--- src/nac_defines.svh ---
`ifndef NAC_DEFINES_SVH
`define NAC_DEFINES_SVH

// Register byte addresses
`define NAC_ADDR_CTRL      12'h000
`define NAC_ADDR_STATUS    12'h004
`define NAC_ADDR_IRQ_STAT  12'h008
`define NAC_ADDR_IRQ_MASK  12'h00C
`define NAC_ADDR_TABLE_PTR 12'h010

// Control register fields
`define NAC_BIT_MEMSEL     7
`define NAC_BIT_CFGSEL     6
`define NAC_BIT_UNUSED     5
`define NAC_BIT_ROWERASE   4
`define NAC_BIT_ABORT      3
`define NAC_BIT_PERMIT     2
`define NAC_BIT_PROG       1
`define NAC_BIT_FETCH      0

// Status register fields
`define NAC_ST_BUSY        0
`define NAC_ST_ERASING     1
`define NAC_ST_BLOCKED     2

// Interrupt status fields
`define NAC_IRQ_PROG_DONE  0
`define NAC_IRQ_FETCH_DONE 1
`define NAC_IRQ_BLOCKED    2
`define NAC_IRQ_W          3

`define NAC_ROW_LSB        6
`define NAC_CTRL_RESET     8'h00
`define NAC_PROG_TIME_US   2000
`define NAC_CLK_MHZ        25

`endif

--- src/nac_pkg.sv ---
package nac_pkg;
   typedef struct packed {
      logic memory_space_select;
      logic config_space_select;
      logic unused;
      logic row_erase;
      logic abort_flag;
      logic cycle_permit;
      logic prog_trigger;
      logic fetch_trigger;
   } nac_ctrl_t;

   typedef struct packed {
      logic        start;
      logic        erase;
      logic        memory_space_select;
      logic        config_space_select;
      logic [21:0] addr;
   } nac_op_t;

   typedef enum logic [2:0] {
      NAC_IDLE  = 3'b001,
      NAC_PROG  = 3'b010,
      NAC_FETCH = 3'b100
   } nac_state_t;
endpackage : nac_pkg

--- src/nac_ctrl.sv ---
// The register offsets and register access over APB are this design's own decisions.
`timescale 1ns/1ps
`include "nac_defines.svh"
module nac_ctrl
   import nac_pkg::*;
#(
   parameter int unsigned PROG_CYCLES =
      `NAC_PROG_TIME_US * `NAC_CLK_MHZ
) (
   input  wire logic          I_CLK_SYS,
   input  wire logic          I_RST_N,
   input  wire logic          I_PSEL,
   input  wire logic          I_PENABLE,
   input  wire logic          I_PWRITE,
   input  wire logic [11:0]   I_PADDR,
   input  wire logic [31:0]   I_PWDATA,
   input  wire logic          I_WARM_RST_REQ,
   output logic      [31:0]   O_PRDATA,
   output logic               O_PREADY,
   output logic               O_PSLVERR,
   output nac_pkg::nac_op_t   O_NVM_OP,
   output logic               O_NVM_FETCH,
   output logic               O_IRQ
);
   import nac_pkg::*;

   nac_ctrl_t            ctrl_q;
   nac_state_t           state_q;
   logic [21:0]          table_ptr_q;
   logic [`NAC_IRQ_W-1:0] mask_q;
   logic [`NAC_IRQ_W-1:0] irq_status;
   logic [`NAC_IRQ_W-1:0] irq_event;
   logic                 prog_done;
   logic                 start_prog;
   logic                 start_fetch;
   logic                 blocked;
   logic                 acc;
   logic                 wr;
   logic                 rd;
   logic                 irq_rd_clr;
   logic                 warm_q;
   logic [7:0]           wb;
   logic                 wr_ctrl;
   logic                 idle;
   logic                 setup;
   logic                 prog_fin;
   logic                 blocked_q;
   logic                 irq_clr_ok;
   logic [`NAC_IRQ_W-1:0] irq_seen_q;
   logic [21:0]          row_addr;
   logic [31:0]          rdata_d;
   logic                 slverr_d;

   initial begin
      if (PROG_CYCLES < 1) $error("nac_ctrl: PROG_CYCLES below one");
   end

   assign acc     = I_PSEL && I_PENABLE;
   assign setup   = I_PSEL && !I_PENABLE;
   assign wr      = acc && I_PWRITE;
   assign rd      = acc && !I_PWRITE;
   assign wb      = I_PWDATA[7:0];
   assign wr_ctrl = wr && (I_PADDR == `NAC_ADDR_CTRL);
   assign idle    = (state_q == NAC_IDLE);

   // Row erase drops the in-row offset bits
   assign row_addr = {table_ptr_q[21:`NAC_ROW_LSB], `NAC_ROW_LSB'(0)};

   // Read data were taken at the setup edge; an event that lands between
   // that edge and the access edge would be wiped unseen. The clear then
   // waits for the next read: a bit reported twice beats a bit lost.
   always_ff @(posedge I_CLK_SYS or negedge I_RST_N) begin
      if (!I_RST_N) begin
         irq_seen_q <= '0;
      end else if (setup) begin
         irq_seen_q <= irq_status;
      end
   end

   assign irq_clr_ok = (irq_status == irq_seen_q);
   assign irq_rd_clr = rd && (I_PADDR == `NAC_ADDR_IRQ_STAT) && irq_clr_ok;

   // Writes to the trigger bits only matter while idle; a warm reset
   // in progress refuses them, else sequencer and register disagree
   always_comb begin
      start_prog  = 1'b0;
      start_fetch = 1'b0;
      blocked     = 1'b0;
      if (wr_ctrl && idle && !warm_q) begin
         if (wb[`NAC_BIT_PROG]) begin
            if (wb[`NAC_BIT_PERMIT] || ctrl_q.cycle_permit) begin
               start_prog = 1'b1;
            end else begin
               blocked = 1'b1;
            end
         end else if (wb[`NAC_BIT_FETCH] && !wb[`NAC_BIT_MEMSEL]) begin
            start_fetch = 1'b1;
         end
      end
   end

   nac_timer #(
      .CYCLES (PROG_CYCLES)
   ) u_timer (
      .i_clk   (I_CLK_SYS),
      .i_rst_n (I_RST_N),
      .i_start (start_prog),
      .o_done  (prog_done)
   );

   // A cycle cut by a warm reset leaves the timer running; its late done
   // pulse must not be reported as a finished cycle
   assign prog_fin  = prog_done && (state_q == NAC_PROG) && !warm_q;
   assign irq_event = {blocked, start_fetch, prog_fin};

   nac_irq #(
      .N (`NAC_IRQ_W)
   ) u_irq (
      .i_clk    (I_CLK_SYS),
      .i_rst_n  (I_RST_N),
      .i_event  (irq_event),
      .i_clear  (irq_rd_clr),
      .i_mask   (mask_q),
      .o_status (irq_status),
      .o_irq    (O_IRQ)
   );

   // Blocked stays up until the next accepted program trigger, so software can
   // still see why nothing ran long after the refused write
   always_ff @(posedge I_CLK_SYS or negedge I_RST_N) begin
      if (!I_RST_N) begin
         blocked_q <= 1'b0;
      end else if (blocked) begin
         blocked_q <= 1'b1;
      end else if (start_prog) begin
         blocked_q <= 1'b0;
      end
   end

   // Sequencer
   always_ff @(posedge I_CLK_SYS or negedge I_RST_N) begin
      if (!I_RST_N) begin
         state_q <= NAC_IDLE;
      end else begin
         case (state_q)
            NAC_IDLE: begin
               if (start_prog) begin
                  state_q <= NAC_PROG;
               end else if (start_fetch) begin
                  state_q <= NAC_FETCH;
               end
            end
            NAC_PROG: begin
               if (warm_q || prog_done) begin
                  state_q <= NAC_IDLE;
               end
            end
            NAC_FETCH: state_q <= NAC_IDLE;
            default:   state_q <= NAC_IDLE;
         endcase
      end
   end

   // Warm reset from the system; the abort flag must survive it
   always_ff @(posedge I_CLK_SYS or negedge I_RST_N) begin
      if (!I_RST_N) begin
         warm_q <= 1'b0;
      end else begin
         warm_q <= I_WARM_RST_REQ;
      end
   end

   // Control register
   always_ff @(posedge I_CLK_SYS or negedge I_RST_N) begin
      if (!I_RST_N) begin
         ctrl_q <= nac_ctrl_t'(`NAC_CTRL_RESET);
      end else if (warm_q) begin
         // Space selects are kept for tracing
         ctrl_q.row_erase     <= 1'b0;
         ctrl_q.cycle_permit  <= 1'b0;
         ctrl_q.prog_trigger  <= 1'b0;
         ctrl_q.fetch_trigger <= 1'b0;
         if (state_q == NAC_PROG) begin
            ctrl_q.abort_flag <= 1'b1;
         end
      end else begin
         if (wr && I_PADDR == `NAC_ADDR_CTRL) begin
            if (state_q == NAC_IDLE) begin
               ctrl_q.memory_space_select <= wb[`NAC_BIT_MEMSEL];
               ctrl_q.config_space_select <= wb[`NAC_BIT_CFGSEL];
               ctrl_q.row_erase  <= wb[`NAC_BIT_ROWERASE];
            end
            ctrl_q.abort_flag   <= wb[`NAC_BIT_ABORT];
            ctrl_q.cycle_permit <= wb[`NAC_BIT_PERMIT];
         end
         ctrl_q.unused <= 1'b0;
         if (start_prog) begin
            ctrl_q.prog_trigger <= 1'b1;
         end else if (prog_done && state_q == NAC_PROG) begin
            ctrl_q.prog_trigger <= 1'b0;
            ctrl_q.abort_flag   <= 1'b0;
            if (ctrl_q.row_erase) begin
               ctrl_q.row_erase <= 1'b0;
            end
         end
         if (start_fetch) begin
            ctrl_q.fetch_trigger <= 1'b1;
         end else if (state_q == NAC_FETCH) begin
            ctrl_q.fetch_trigger <= 1'b0;
         end
      end
   end

   // Table pointer and mask
   always_ff @(posedge I_CLK_SYS or negedge I_RST_N) begin
      if (!I_RST_N) begin
         table_ptr_q <= '0;
         mask_q      <= '0;
      end else if (wr) begin
         if (I_PADDR == `NAC_ADDR_TABLE_PTR && idle) begin
            table_ptr_q <= I_PWDATA[21:0];
         end
         if (I_PADDR == `NAC_ADDR_IRQ_MASK) begin
            mask_q <= I_PWDATA[`NAC_IRQ_W-1:0];
         end
      end
   end

   // Request to the arrays
   always_ff @(posedge I_CLK_SYS or negedge I_RST_N) begin
      if (!I_RST_N) begin
         O_NVM_OP    <= '0;
         O_NVM_FETCH <= 1'b0;
      end else begin
         O_NVM_OP.start <= start_prog;
         O_NVM_FETCH    <= start_fetch;
         if (start_prog) begin
            O_NVM_OP.erase <= wb[`NAC_BIT_ROWERASE];
            O_NVM_OP.memory_space_select <= wb[`NAC_BIT_MEMSEL];
            O_NVM_OP.config_space_select <= wb[`NAC_BIT_CFGSEL];
            O_NVM_OP.addr <= wb[`NAC_BIT_ROWERASE] ? row_addr
               : table_ptr_q;
         end else if (start_fetch) begin
            O_NVM_OP.erase <= 1'b0;
            O_NVM_OP.memory_space_select <= 1'b0;
            O_NVM_OP.config_space_select <= wb[`NAC_BIT_CFGSEL];
            O_NVM_OP.addr <= table_ptr_q;
         end
      end
   end

   // Register read mux, looked at only in the setup cycle
   always_comb begin
      rdata_d  = '0;
      slverr_d = 1'b0;
      case (I_PADDR)
         `NAC_ADDR_CTRL: begin
            rdata_d = {24'h000000, ctrl_q};
         end
         `NAC_ADDR_STATUS: begin
            rdata_d = {29'h00000000, blocked_q,
               ctrl_q.row_erase && state_q == NAC_PROG, !idle};
         end
         `NAC_ADDR_IRQ_STAT: begin
            rdata_d = {29'h00000000, irq_status};
         end
         `NAC_ADDR_IRQ_MASK: begin
            rdata_d = {29'h00000000, mask_q};
         end
         `NAC_ADDR_TABLE_PTR: begin
            rdata_d = {10'h000, table_ptr_q};
         end
         default: begin
            slverr_d = 1'b1;
         end
      endcase
   end

   // APB answer: ready one cycle after setup, so never a wait state
   always_ff @(posedge I_CLK_SYS or negedge I_RST_N) begin
      if (!I_RST_N) begin
         O_PRDATA  <= '0;
         O_PREADY  <= 1'b0;
         O_PSLVERR <= 1'b0;
      end else begin
         O_PREADY  <= setup;
         O_PSLVERR <= setup && slverr_d;
         O_PRDATA  <= setup ? rdata_d : '0;
      end
   end
endmodule : nac_ctrl

--- src/nac_timer.sv ---
`timescale 1ns/1ps
`include "nac_defines.svh"
module nac_timer #(
   parameter int unsigned CYCLES = 50000
) (
   input  wire logic i_clk,
   input  wire logic i_rst_n,
   input  wire logic i_start,
   output logic      o_done
);
   localparam int W = $clog2(CYCLES + 1);
   logic [W-1:0] cnt_q;
   logic         run_q;

   initial begin
      if (CYCLES < 1) $error("nac_timer: CYCLES must be at least 1");
   end

   always_ff @(posedge i_clk or negedge i_rst_n) begin
      if (!i_rst_n) begin
         cnt_q  <= '0;
         run_q  <= 1'b0;
         o_done <= 1'b0;
      end else begin
         o_done <= 1'b0;
         if (i_start) begin
            cnt_q <= W'(CYCLES - 1);
            run_q <= 1'b1;
         end else if (run_q) begin
            if (cnt_q == '0) begin
               run_q  <= 1'b0;
               o_done <= 1'b1;
            end else begin
               cnt_q <= cnt_q - 1'b1;
            end
         end
      end
   end
endmodule : nac_timer

--- src/nac_irq.sv ---
`timescale 1ns/1ps
`include "nac_defines.svh"
module nac_irq #(
   parameter int N = `NAC_IRQ_W
) (
   input  wire logic         i_clk,
   input  wire logic         i_rst_n,
   input  wire logic [N-1:0] i_event,
   input  wire logic         i_clear,
   input  wire logic [N-1:0] i_mask,
   output logic      [N-1:0] o_status,
   output logic              o_irq
);
   initial begin
      if (N < 1) $error("nac_irq: N must be positive");
   end

   // Set beats the read-clear in the same cycle
   for (genvar g = 0; g < N; g++) begin : g_bit
      always_ff @(posedge i_clk or negedge i_rst_n) begin
         if (!i_rst_n) begin
            o_status[g] <= 1'b0;
         end else if (i_event[g]) begin
            o_status[g] <= 1'b1;
         end else if (i_clear) begin
            o_status[g] <= 1'b0;
         end
      end
   end

   always_ff @(posedge i_clk or negedge i_rst_n) begin
      if (!i_rst_n) begin
         o_irq <= 1'b0;
      end else begin
         o_irq <= |(o_status & i_mask);
      end
   end
endmodule : nac_irq

--- config.mk ---
export PLATFORM = sky130hd
export DESIGN_NAME = nac_ctrl
export DESIGN_NICKNAME = d
export VERILOG_FILES = /design/src/nac_pkg.sv /design/src/nac_ctrl.sv /design/src/nac_timer.sv /design/src/nac_irq.sv
export VERILOG_INCLUDE_DIRS = /design/src
export SDC_FILE = /design/constraint.sdc
export NUM_CORES = 1
export LEC_CHECK = 0
export BUFFER_PORTS_ARGS = -buffer_cell sky130_fd_sc_hd__buf_2
export CAP_MARGIN = 25
export CORE_MARGIN = 5
export CORE_UTILIZATION = 54
export DETAILED_ROUTE_END_ITERATION = 10
export PLACE_DENSITY_LB_ADDON = 0.08
export SYNTH_ARGS = -nofsm -noshare
export SYNTH_HDL_FRONTEND = slang
export SYNTH_SLANG_ARGS = --single-unit
--- constraint.sdc ---
create_clock -name I_CLK_SYS -period 3.02 [get_ports I_CLK_SYS]
set_input_delay 0.151 -clock I_CLK_SYS [delete_from_list [all_inputs] [get_ports I_CLK_SYS]]
set_output_delay 0.151 -clock I_CLK_SYS [all_outputs]
set_load 0.05 [all_outputs]
==> results of run 1 <==
[per-stage QoR]
| stage | power [mW] | cell area [um2] | worst slack, ns |
|---|---|---|---|
| detailed placement | 1.715 | 5537 | 0.6470 |
| floorplan | 1.645 | 5025 | 0.8651 |
| finish | 3.615 | 6399 | 0.5887 |
| global placement | 1.711 | 5537 | 0.7027 |
| CTS | 3.650 | 6399 | 0.6205 |
| global route | 3.747 | 6399 | 0.4350 |
[registers in the layout, summed over array words and instances, names as in the netlist, 3 cells and up]
signal,flops
ctrl_q,7
state_q,3
O_NVM_OP,26
u_timer.cnt_q,16
mask_q,3
table_ptr_q,22
O_PRDATA,22
irq_seen_q,3
u_irq.o_status,3
[Yosys cell counts, drive strengths merged (2+ instances only)]
cell type  count  area [um2]
a21o           2       15.01
a21oi         11       55.05
a22o           2       17.52
a31oi          2       12.51
and2          15       93.84
and3           4       25.02
and4           2       17.52
buf           21       132.6
clkbuf         7       26.28
dfrtp        112        2803
ha             2       25.02
inv           17       63.81
mux2          46       518.0
mux2i          9       90.09
nand2         26       97.59
nand2b         4       25.02
nand3         10       50.05
nand3b         2       15.01
nand4          7       43.79
nand4b         2       17.52
nor2          17       63.81
nor3           4       20.02
nor3b          5       37.54
nor4          10       105.1
nor4b          2       17.52
o211ai         2       15.01
o21ai         16       80.08
o22ai          6       37.54
o31ai          9       67.56
or2            4       25.02
or3            8       50.05
or4           13       97.59
or4b           3       30.03
xnor2          3       26.28
[layout make-up]
class	instances	area, um2	share of cell area
inverters	17	63.81	0.009973
flip-flops and latches	113	2829	0.4421
multi-input cells	272	1982	0.3097
well taps	111	138.9	0.02171
clock inverters	14	157.7	0.02464
repair buffers	127	813.3	0.1271
clock buffers	17	414.1	0.06472
[critical path, cell delays in order, from the launching register on]
cell and delay [ns]:
dfstp_2 0.55, nor3b_1 0.46, nand3_1 0.23, or4_1 0.60
inv_1 0.32, a22o_1 0.20
[cell families (layout without fill, tap and decap cells)]
| group | after synthesis | count (layout) |
|---|---|---|
| AO/OA/AOI/OAI | 60 | 60 |
| XOR/XNOR | 3 | 3 |
| other | 1 | 10 |
| buffers and inverters | 45 | 175 |
| multiplexers | 56 | 56 |
| adder cells (fa/ha/maj) | 2 | 2 |
| AND/OR/NAND/NOR | 141 | 141 |
| flip-flops | 113 | 113 |
[power breakdown]
group	switching, mW	leakage, nW	internal [mW]
clock network	0.722	0.259	1.18
registers	0.0114	1.46	1.53
logic	0.115	1.42	0.0656
[how the worst max path moves through the flow]
stage / slack, ns / start / depth (start not counted) / endpoint
final: 0.59 / state_q[0]$_DFFE_PN1P_ / 5 / O_NVM_OP[23]$_DFFE_PN0P_
after global routing: 0.43 / state_q[0]$_DFFE_PN1P_ / 5 / O_NVM_OP[23]$_DFFE_PN0P_
after CTS: 0.62 / state_q[0]$_DFFE_PN1P_ / 5 / O_NVM_OP[23]$_DFFE_PN0P_
after detailed placement: 0.65 / state_q[0]$_DFFE_PN1P_ / 5 / O_NVM_OP[23]$_DFFE_PN0P_
after global placement: 0.70 / state_q[0]$_DFFE_PN1P_ / 5 / O_NVM_OP[23]$_DFFE_PN0P_
after floorplan: 0.87 / state_q[0]$_DFFE_PN1P_ / 4 / table_ptr_q[10]$_DFFE_PN0P_
[per-layer routing]
layer | GRT usage | up-vias | part of all wire
met1 | 0.2711 | 1845 | 0.42
li1 | - | 1766 | -
met2 | 0.3520 | 147 | 0.49
met3 | 0.06679 | 18 | 0.077
met5 | 0 | - | 0
met4 | 0.06753 | 0 | 0.012
==> results.json, run 1 <==
{
  "status": "complete, no violations",
  "synthToLayoutAreaGrowth_pct": 28.20,
  "cts_max_level": 4,
  "dieArea_um2": 11270,
  "ys_seq_area_frac": 0.5668,
  "cp-end-kind": "flip-flop",
  "ys_warn_count": 0,
  "clock_tree.root_cell": "clkbuf_8",
  "clockBufferDepth": 2,
  "drive_above_1_share": 0.3357,
  "instances_no_fill": 671,
  "final.setup.tns_ns": 0,
  "max_freq_ghz": 0.4113,
  "core_um2": 9109,
  "r2r-start": "state_q[0]$_DFFE_PN1P_",
  "layout_min_cycle_time_ns": 2.431,
  "worst-setup-path-type": "reg2reg",
  "track_usage": 0.2142,
  "io_pins": 112,
  "wl_per_cell_um": 16.92,
  "fin_hold_ws_ns": 0.03988,
  "detailed_place_hpwl_mm": 7.593,
  "cp_data_required_time_ns": 3.46,
  "critPathLaunchType": "flip-flop",
  "peakVddDrop_v": 0.0003396,
  "final_common_cell": "dfrtp_1",
  "min_path_cells": 4,
  "final_cell_mix": "dfrtp_1, buf_2, mux2_2",
  "setup_viol": 0,
  "synth_area_per_cell_um2": 11.86,
  "final_util": 0.7025,
  "drc": 0,
  "clk_pin_slew_ns": 0.06,
  "rr_worst_depth": 5,
  "leakage_nw": 3.141,
  "grt_pass1_wl_mm": 19.01,
  "hold_viol": 0,
  "rsz0062_at_grt": "no",
  "synth-simple-area-share": 0.1732,
  "yosys.area_share.xor_xnor": 0.005264,
  "synth_top_family_by_area": "simple AND/OR/NAND/NOR gates",
  "placedCellCount": 611,
  "timing.rr.end": "O_NVM_OP[23]$_DFFE_PN0P_",
  "hold_end": "O_PRDATA[2]$_DFF_PN0_",
  "synth-adder-area-share": 0.005014,
  "min_from": "I_PADDR[11]",
  "cts_resized": 0,
  "final_antenna_net_count": 0,
  "dr_total_vias": 3776,
  "gp_congestion": 0.8403,
  "synth_edf_count": 0,
  "die_w_um": 106.1,
  "antenna_found_initial": 0,
  "die_h_um": 106.1,
  "initial_core_util": 0.5479,
  "cp_max_fo": 11,
  "cts_setup_buffers": 0,
  "ff2ff_setup_slack_ns": 0.59,
  "synth_area_um2": 4991,
  "grt_max_degree": 58,
  "numCtsBuffers": 17,
  "slew_violations": 0,
  "synth_compound_area_frac": 0.07796,
  "port_buffers": 91,
  "async_flop_share": 1.000,
  "power.density_nw_per_um2": 565.0,
  "clock_skew_ns": 0.01001,
  "fill_cells": 681,
  "fin_crit_sh": 0.8051,
  "hold_buffers": 29,
  "synth.distinct_cells": 55,
  "cts.sink_count": 113,
  "synthCells": 421,
  "hold_class": "in2reg",
  "synth.area.mux_share": 0.1263,
  "ys.flop_type": "dfrtp_1",
  "worst_pin_slew_ns": 0.7954,
  "maxCapViolCount": 0,
  "cts_tree": "yes",
  "crit_arrival_ns": 2.87,
  "overflow": 0,
  "ys_ff_latch": 113,
  "drt_first_pass_iters": 7,
  "nets": 600,
  "viasPerCell": 5.627,
  "grt_pass1_vias": 3890,
  "diodes": 0,
  "first_iter_violations": 161,
  "wirelength_mm": 11.36,
  "relSlewSlack": 0.4649,
  "rows": 35,
  "clk_latency_ns": 0.51
}
Power figures use the tool's default switching activity.
==> run 2: changes to the inputs <==
--- a/config.mk
+++ b/config.mk
@@ -6,10 +6,11 @@
 export SDC_FILE = /design/constraint.sdc
 export NUM_CORES = 1
 export LEC_CHECK = 0
+export ABC_AREA = 1
 export BUFFER_PORTS_ARGS = -buffer_cell sky130_fd_sc_hd__buf_2
 export CAP_MARGIN = 25
 export CORE_MARGIN = 5
-export CORE_UTILIZATION = 54
+export CORE_UTILIZATION = 49
 export DETAILED_ROUTE_END_ITERATION = 10
 export PLACE_DENSITY_LB_ADDON = 0.08
 export SYNTH_ARGS = -nofsm -noshare
==> constraint.sdc (replaced) <==
create_clock -name I_CLK_SYS -period 1.99 [get_ports I_CLK_SYS]
set_input_delay 0.0995 -clock I_CLK_SYS [delete_from_list [all_inputs] [get_ports I_CLK_SYS]]
set_output_delay 0.0995 -clock I_CLK_SYS [all_outputs]
set_load 0.05 [all_outputs]
==> run 2 against run 1 <==
- clock power increased by 54%
- setup slack got worse by 0.49 ns
- utilization fell by 6.3 points
- wire length grew 7.7%
- fmax is 29% higher
- die area is 11% higher
- final cell count increased by 27%
- count of clock-buffer cells in the layout stayed put
- sequential cell count unchanged
- hold slack better by 0.0075 ns
- sequential share of layout area decreased by 0.99 points
- critical endpoint is now u_irq.o_status[2]$_DFFE_PN0P_
==> results.json, run 2 <==
{
  "status": "complete, no violations",
  "synth_area_per_cell_um2": 8.885,
  "fin_crit_sh": 0.9497,
  "async_flop_share": 1.000,
  "grt_pass1_wl_mm": 20.89,
  "ys_warn_count": 0,
  "track_usage": 0.2083,
  "final_util": 0.6397,
  "clock_skew_ns": 0.006667,
  "drt_first_pass_iters": 4,
  "peakVddDrop_v": 0.0004936,
  "dp_slack_ns": 0.1079,
  "setup_viol": 0,
  "crit_chain": "nand3_4, nor2_4, nand3_4, nor2_4, nand3_1, nand2_1, dlygate4sd3_1",
  "maxCapViolCount": 0,
  "ys.flop_type": "dfrtp_1",
  "finalWorstSetupSlack_ns": 0.1001,
  "initial_core_util": 0.4959,
  "cp_max_fo": 6,
  "fin_area_um2": 6545,
  "ys_seq_area_frac": 0.5576,
  "drive_above_1_share": 0.2364,
  "numCtsBuffers": 17,
  "cts.sink_count": 113,
  "critPathLaunchType": "flip-flop",
  "synth_top_area_frac": 0.5524,
  "worst-setup-path-type": "reg2reg",
  "cp_slowest_cell": "dfstp_2",
  "synthTopCellsByCount": "nand2_1, dfrtp_1, nand3_1, inv_1, nor2_1",
  "yosys.area.top_type": "dfrtp_1",
  "top_regs": "O_NVM_OP: 26 flops, O_PRDATA: 22 flops, table_ptr_q: 22 flops",
  "grt_pass1_vias": 4206,
  "wl_per_cell_um": 14.37,
  "leakage_nw": 3.349,
  "cts_max_level": 4,
  "diodes": 0,
  "max_stage_delay_ns": 0.57,
  "wirelength_mm": 12.23,
  "max_freq_ghz": 0.5291,
  "final_cell_mix": "nand2_1, dfrtp_1, buf_2",
  "place_area_um2": 5638,
  "first_iter_violations": 269,
  "ys_ff_latch": 113,
  "die_w_um": 111.8,
  "drc": 0,
  "synth_edf_count": 0,
  "crit_arrival_ns": 2.34,
  "largest_reg_flops": 26,
  "yosysMostFrequentCell": "nand2_1",
  "gp_congestion": 0.8298,
  "fill_cells": 865,
  "io_pins": 112,
  "instances_no_fill": 851,
  "top_register": "O_NVM_OP",
  "grt_max_degree": 62,
  "detailed_place_hpwl_mm": 8.269,
  "antenna_found_initial": 0,
  "viasPerCell": 4.894,
  "cts_tree": "yes",
  "overflow": 0,
  "hold_viol": 0,
  "final_common_cell": "nand2_1",
  "synthCells": 571,
  "clk_pin_slew_ns": 0.06,
  "ff_latch_area_um2": 2829,
  "clock_tree.root_cell": "clkbuf_8",
  "rsz0062_at_grt": "yes",
  "synth_area_um2": 5074,
  "core_um2": 10230,
  "dr_total_vias": 4165,
  "final_antenna_net_count": 0,
  "dieArea_um2": 12490,
  "relSlewSlack": 0.4312,
  "port_buffers": 91,
  "cp-end-kind": "flip-flop",
  "die_h_um": 111.8,
  "power.density_nw_per_um2": 848.0,
  "hold_class": "in2reg",
  "cp_data_required_time_ns": 2.44,
  "synthToLayoutAreaGrowth_pct": 29.00,
  "slew_violations": 0,
  "layout_min_cycle_time_ns": 1.890,
  "rows": 37,
  "clk_latency_ns": 0.52,
  "nets": 754,
  "ys_top_cells_by_area": "dfrtp_1, nand2_1, nand3_1, inv_1, nor2_1",
  "synth.distinct_cells": 39,
  "clockBufferDepth": 2,
  "multi_input_area_um2": 1883,
  "worst_pin_slew_ns": 0.8504,
  "final.setup.tns_ns": 0,
  "placedCellCount": 787
}
[run 2: report_power, final]
part	total [mW]	switching (mW)	internal, mW
Combinational	0.285	0.186	0.0994
Sequential	2.34	0.0190	2.32
Clock	2.93	1.14	1.79
[run 2: stage by stage]
stage	hold slack (ns)	total power, mW
2_1_floorplan	-0.1961	2.513
3_3_place_gp	0.001167	2.615
3_5_place_dp	0.001656	2.619
4_1_cts	0.02790	5.608
5_1_grt	0.06387	5.761
6_report	0.04739	5.550
[run 2: worst max-delay path: cells and delay by family (launching register included)]
| kind | cells | cell delay (ns) |
|---|---|---|
| buffers and inverters | 1 | 0.53 |
| flip-flops | 1 | 0.57 |
| AND/OR/NAND/NOR | 6 | 0.74 |
[run 2: kinds of logic (layout without fill, tap and decap cells)]
kind of cell / Yosys count / count (layout) / synth area share
buffers and inverters: 87 / 222 / 0.08212
other: 1 / 10 / 0.0007391
AOI/OAI and AO/OA: 63 / 63 / 0.06831
xor gates and xnor gates: 3 / 3 / 0.005180
DFF: 113 / 113 / 0.5576
adders and majority gates: 2 / 2 / 0.004931
and+or+nand+nor: 302 / 302 / 0.2811
[run 2: routing by layer]
metal  global-route usage  share of wire  vias to the layer above
li1                     -              -                     2086
met1               0.2828           0.46                     1925
met2               0.3129           0.45                      131
met3              0.06033          0.069                       23
met4              0.08921          0.026                        0
met5                    0              0                        -
[run 2: worst paths after layout]
kind | startpoint | endpoint | slack, ns | depth (start not counted)
min in group asynchronous | I_RST_N | u_irq.o_status[1]$_DFFE_PN0P_ | 0.13 | 3
min | I_PADDR[3] | O_PSLVERR$_DFF_PN0_ | 0.05 | 5
min reg2reg | table_ptr_q[9]$_DFFE_PN0P_ | table_ptr_q[9]$_DFFE_PN0P_ | 0.47 | 2
max reg2reg | state_q[0]$_DFFE_PN1P_ | u_irq.o_status[2]$_DFFE_PN0P_ | 0.10 | 7
max | state_q[0]$_DFFE_PN1P_ | u_irq.o_status[2]$_DFFE_PN0P_ | 0.10 | 7
max in group asynchronous | I_RST_N | O_PRDATA[19]$_DFF_PN0_ | 0.66 | 3
[run 2: layout make-up]
class	count	area share
flip-flops and latches	113	0.4322
multi-input cells	380	0.2877
repair buffers	133	0.1334
clock buffers	17	0.06328
inverters	57	0.03288
well taps	136	0.02600
clock inverters	15	0.02447
[run 2: repair_timing]
action                                  in CTS  in global routing
endpoints found under the setup margin       0                  9
hold buffers                                30                  0
setup buffers                                0                  2
endpoints found under the hold margin      150                  0
resized for setup                            0                  3
==> run 3: changes to the inputs <==
--- a/config.mk
+++ b/config.mk
@@ -12,6 +12,7 @@
 export CORE_MARGIN = 5
 export CORE_UTILIZATION = 49
 export DETAILED_ROUTE_END_ITERATION = 10
+export HOLD_SLACK_MARGIN = 0.1
 export PLACE_DENSITY_LB_ADDON = 0.08
 export SYNTH_ARGS = -nofsm -noshare
 export SYNTH_HDL_FRONTEND = slang
==> run 3 against run 2 <==
- hold slack better by 0.080 ns
- count of clock-buffer cells in the layout is the same
- first-iteration DRC count shrank 10%
- sequential cell count unchanged
- non-clock buffer count rose by 5
- highest routed layer unchanged
- fmax is 0.28% higher
- combinational power increased by 1%
- total power increased by 0.20%
- die area did not move
- critical path depth unchanged
- clock skew fell by 0.0019 ns
==> results.json, run 3 (synthesis results as in run 2) <==
{
  "status": "complete, no violations",
  "rr_worst_depth": 7,
  "grt_pass1_wl_mm": 21.05,
  "finalWorstSetupSlack_ns": 0.1055,
  "nets": 759,
  "gp_congestion": 0.8298,
  "core_um2": 10230,
  "first_iter_violations": 241,
  "numCtsBuffers": 17,
  "io_pins": 112,
  "antenna_found_initial": 0,
  "drive_above_1_share": 0.2361,
  "maxCapViolCount": 0,
  "drc": 0,
  "place_area_um2": 5638,
  "p_sw_mw": 1.350,
  "cp_max_fo": 6,
  "swShare": 0.2427,
  "detailed_place_hpwl_mm": 8.269,
  "power.density_nw_per_um2": 843.6,
  "seqPwrFrac": 0.421,
  "dieArea_um2": 12490,
  "crit_arrival_ns": 2.34,
  "layout_min_cycle_time_ns": 1.885,
  "peakVddDrop_v": 0.0004990,
  "cp-end-kind": "flip-flop",
  "final_common_cell": "nand2_1",
  "track_usage": 0.2098,
  "cp_data_required_time_ns": 2.45,
  "overflow": 0,
  "multi_input_area_um2": 1883,
  "grt_max_degree": 62,
  "port_buffers": 91,
  "final_util": 0.6444,
  "power.internal_mw": 4.212,
  "cts_tree": "yes",
  "grt_pass1_vias": 4253,
  "wl_per_cell_um": 14.42,
  "cts_max_level": 4,
  "relSlewSlack": 0.4320,
  "dr_total_vias": 4240,
  "max_freq_ghz": 0.5306,
  "viasPerCell": 4.953,
  "slew_violations": 0,
  "fin_total_pwr_mw": 5.562,
  "dp_slack_ns": 0.1079,
  "crit_chain": "nand3_4, nor2_4, nand3_4, nor2_4, nand3_1, nand2_1, dlygate4sd3_1",
  "fill_cells": 862,
  "drt_first_pass_iters": 4,
  "clk_latency_ns": 0.52,
  "grt_util_met2": 0.3157,
  "power_frac_clock": 0.527,
  "synthToLayoutAreaGrowth_pct": 29.94,
  "rsz0062_at_grt": "yes",
  "largest_reg_flops": 26,
  "final_antenna_net_count": 0,
  "die_h_um": 111.8,
  "fin_crit_sh": 0.9470,
  "diodes": 0,
  "worst_pin_slew_ns": 0.8492,
  "clockBufferDepth": 2,
  "rows": 37,
  "combPwrFrac": 0.052,
  "top_regs": "O_NVM_OP: 26 flops, O_PRDATA: 22 flops, table_ptr_q: 22 flops",
  "fin_hold_ws_ns": 0.1273,
  "initial_core_util": 0.4959,
  "clock_tree.root_cell": "clkbuf_8",
  "busiest_layer": "met2",
  "cp_slowest_cell": "dfstp_2",
  "cts.sink_count": 113,
  "wirelength_mm": 12.35,
  "grtUsageMet1": 0.2838,
  "hold_viol": 0,
  "final_cell_mix": "nand2_1, dfrtp_1, buf_2",
  "top_register": "O_NVM_OP",
  "fin_area_um2": 6593,
  "leakage_nw": 3.364,
  "setup_viol": 0,
  "hold_class": "in2async",
  "die_w_um": 111.8,
  "critPathLaunchType": "flip-flop",
  "grt_use_met3": 0.06087,
  "max_stage_delay_ns": 0.56,
  "ff_latch_area_um2": 2829,
  "clock_skew_ns": 0.004752,
  "clk_pin_slew_ns": 0.06,
  "worst-setup-path-type": "reg2reg"
}
## run 3: cell types whose count changed in the layout (fill, tap and decap cells not counted), sizes merged
| cell | before | now |
|---|---|---|
| buf | 103 | 104 |
| dlygate4sd3 | 30 | 34 |
## run 3: power by group through the flow
stage          combinational (mW)  clock (mW)  sequential, mW
2_1_floorplan               0.131           0            2.38
3_3_place_gp                0.236           0            2.38
3_5_place_dp                0.240           0            2.38
4_1_cts                     0.290        2.98            2.34
5_1_grt                     0.324        3.10            2.34
6_report                    0.289        2.93            2.34
## run 3: path summary, 6_finish.rpt
path / startpoint / endpoint / slack [ns]
worst max-delay path: state_q[0]$_DFFE_PN1P_ / u_irq.o_status[2]$_DFFE_PN0P_ / 0.11
worst min-delay path: I_RST_N / u_irq.o_status[1]$_DFFE_PN0P_ / 0.13
worst max register to register: state_q[0]$_DFFE_PN1P_ / u_irq.o_status[2]$_DFFE_PN0P_ / 0.11
worst min register to register: table_ptr_q[9]$_DFFE_PN0P_ / table_ptr_q[9]$_DFFE_PN0P_ / 0.47
max in group asynchronous: I_RST_N / O_PRDATA[19]$_DFF_PN0_ / 0.66
min in group I_CLK_SYS: I_PADDR[4] / O_PSLVERR$_DFF_PN0_ / 0.14
## run 3: metal layers
metal	wire length (um)	vias up
li1	-	2094
met1	5772	1987
met2	5428	132
met3	808	27
met4	336	0
met5	0	-
## run 3: area by class of cell
class                      instances  share of cell area
tap                              136             0.02581
multi-input combinational        380              0.2856
clock inverter                    15             0.02429
timing repair buffer             138              0.1397
inverter                          57             0.03264
clock buffer                      17             0.06282
sequential                       113              0.4291
## run 3: stage by stage
step	TNS, ns	instances
after floorplan	0	580
after global placement	0	787
after detailed placement	0	787
after CTS	0	854
after global routing	-0.009638	856
final	0	856
## run 3: repair_timing
| item | CTS | global route |
|---|---|---|
| endpoints found under the hold margin | 161 | 0 |
| endpoints found under the setup margin | 0 | 9 |
| gates resized for setup | 0 | 3 |
| setup buffers | 0 | 3 |
| hold buffers | 35 | 0 |
## run 3: critical path: cells and delay by family (launching register included)
kind,cells,cell delay (ns)
buffers and inverters,1,0.53
DFF,1,0.56
and+or+nand+nor,6,0.72
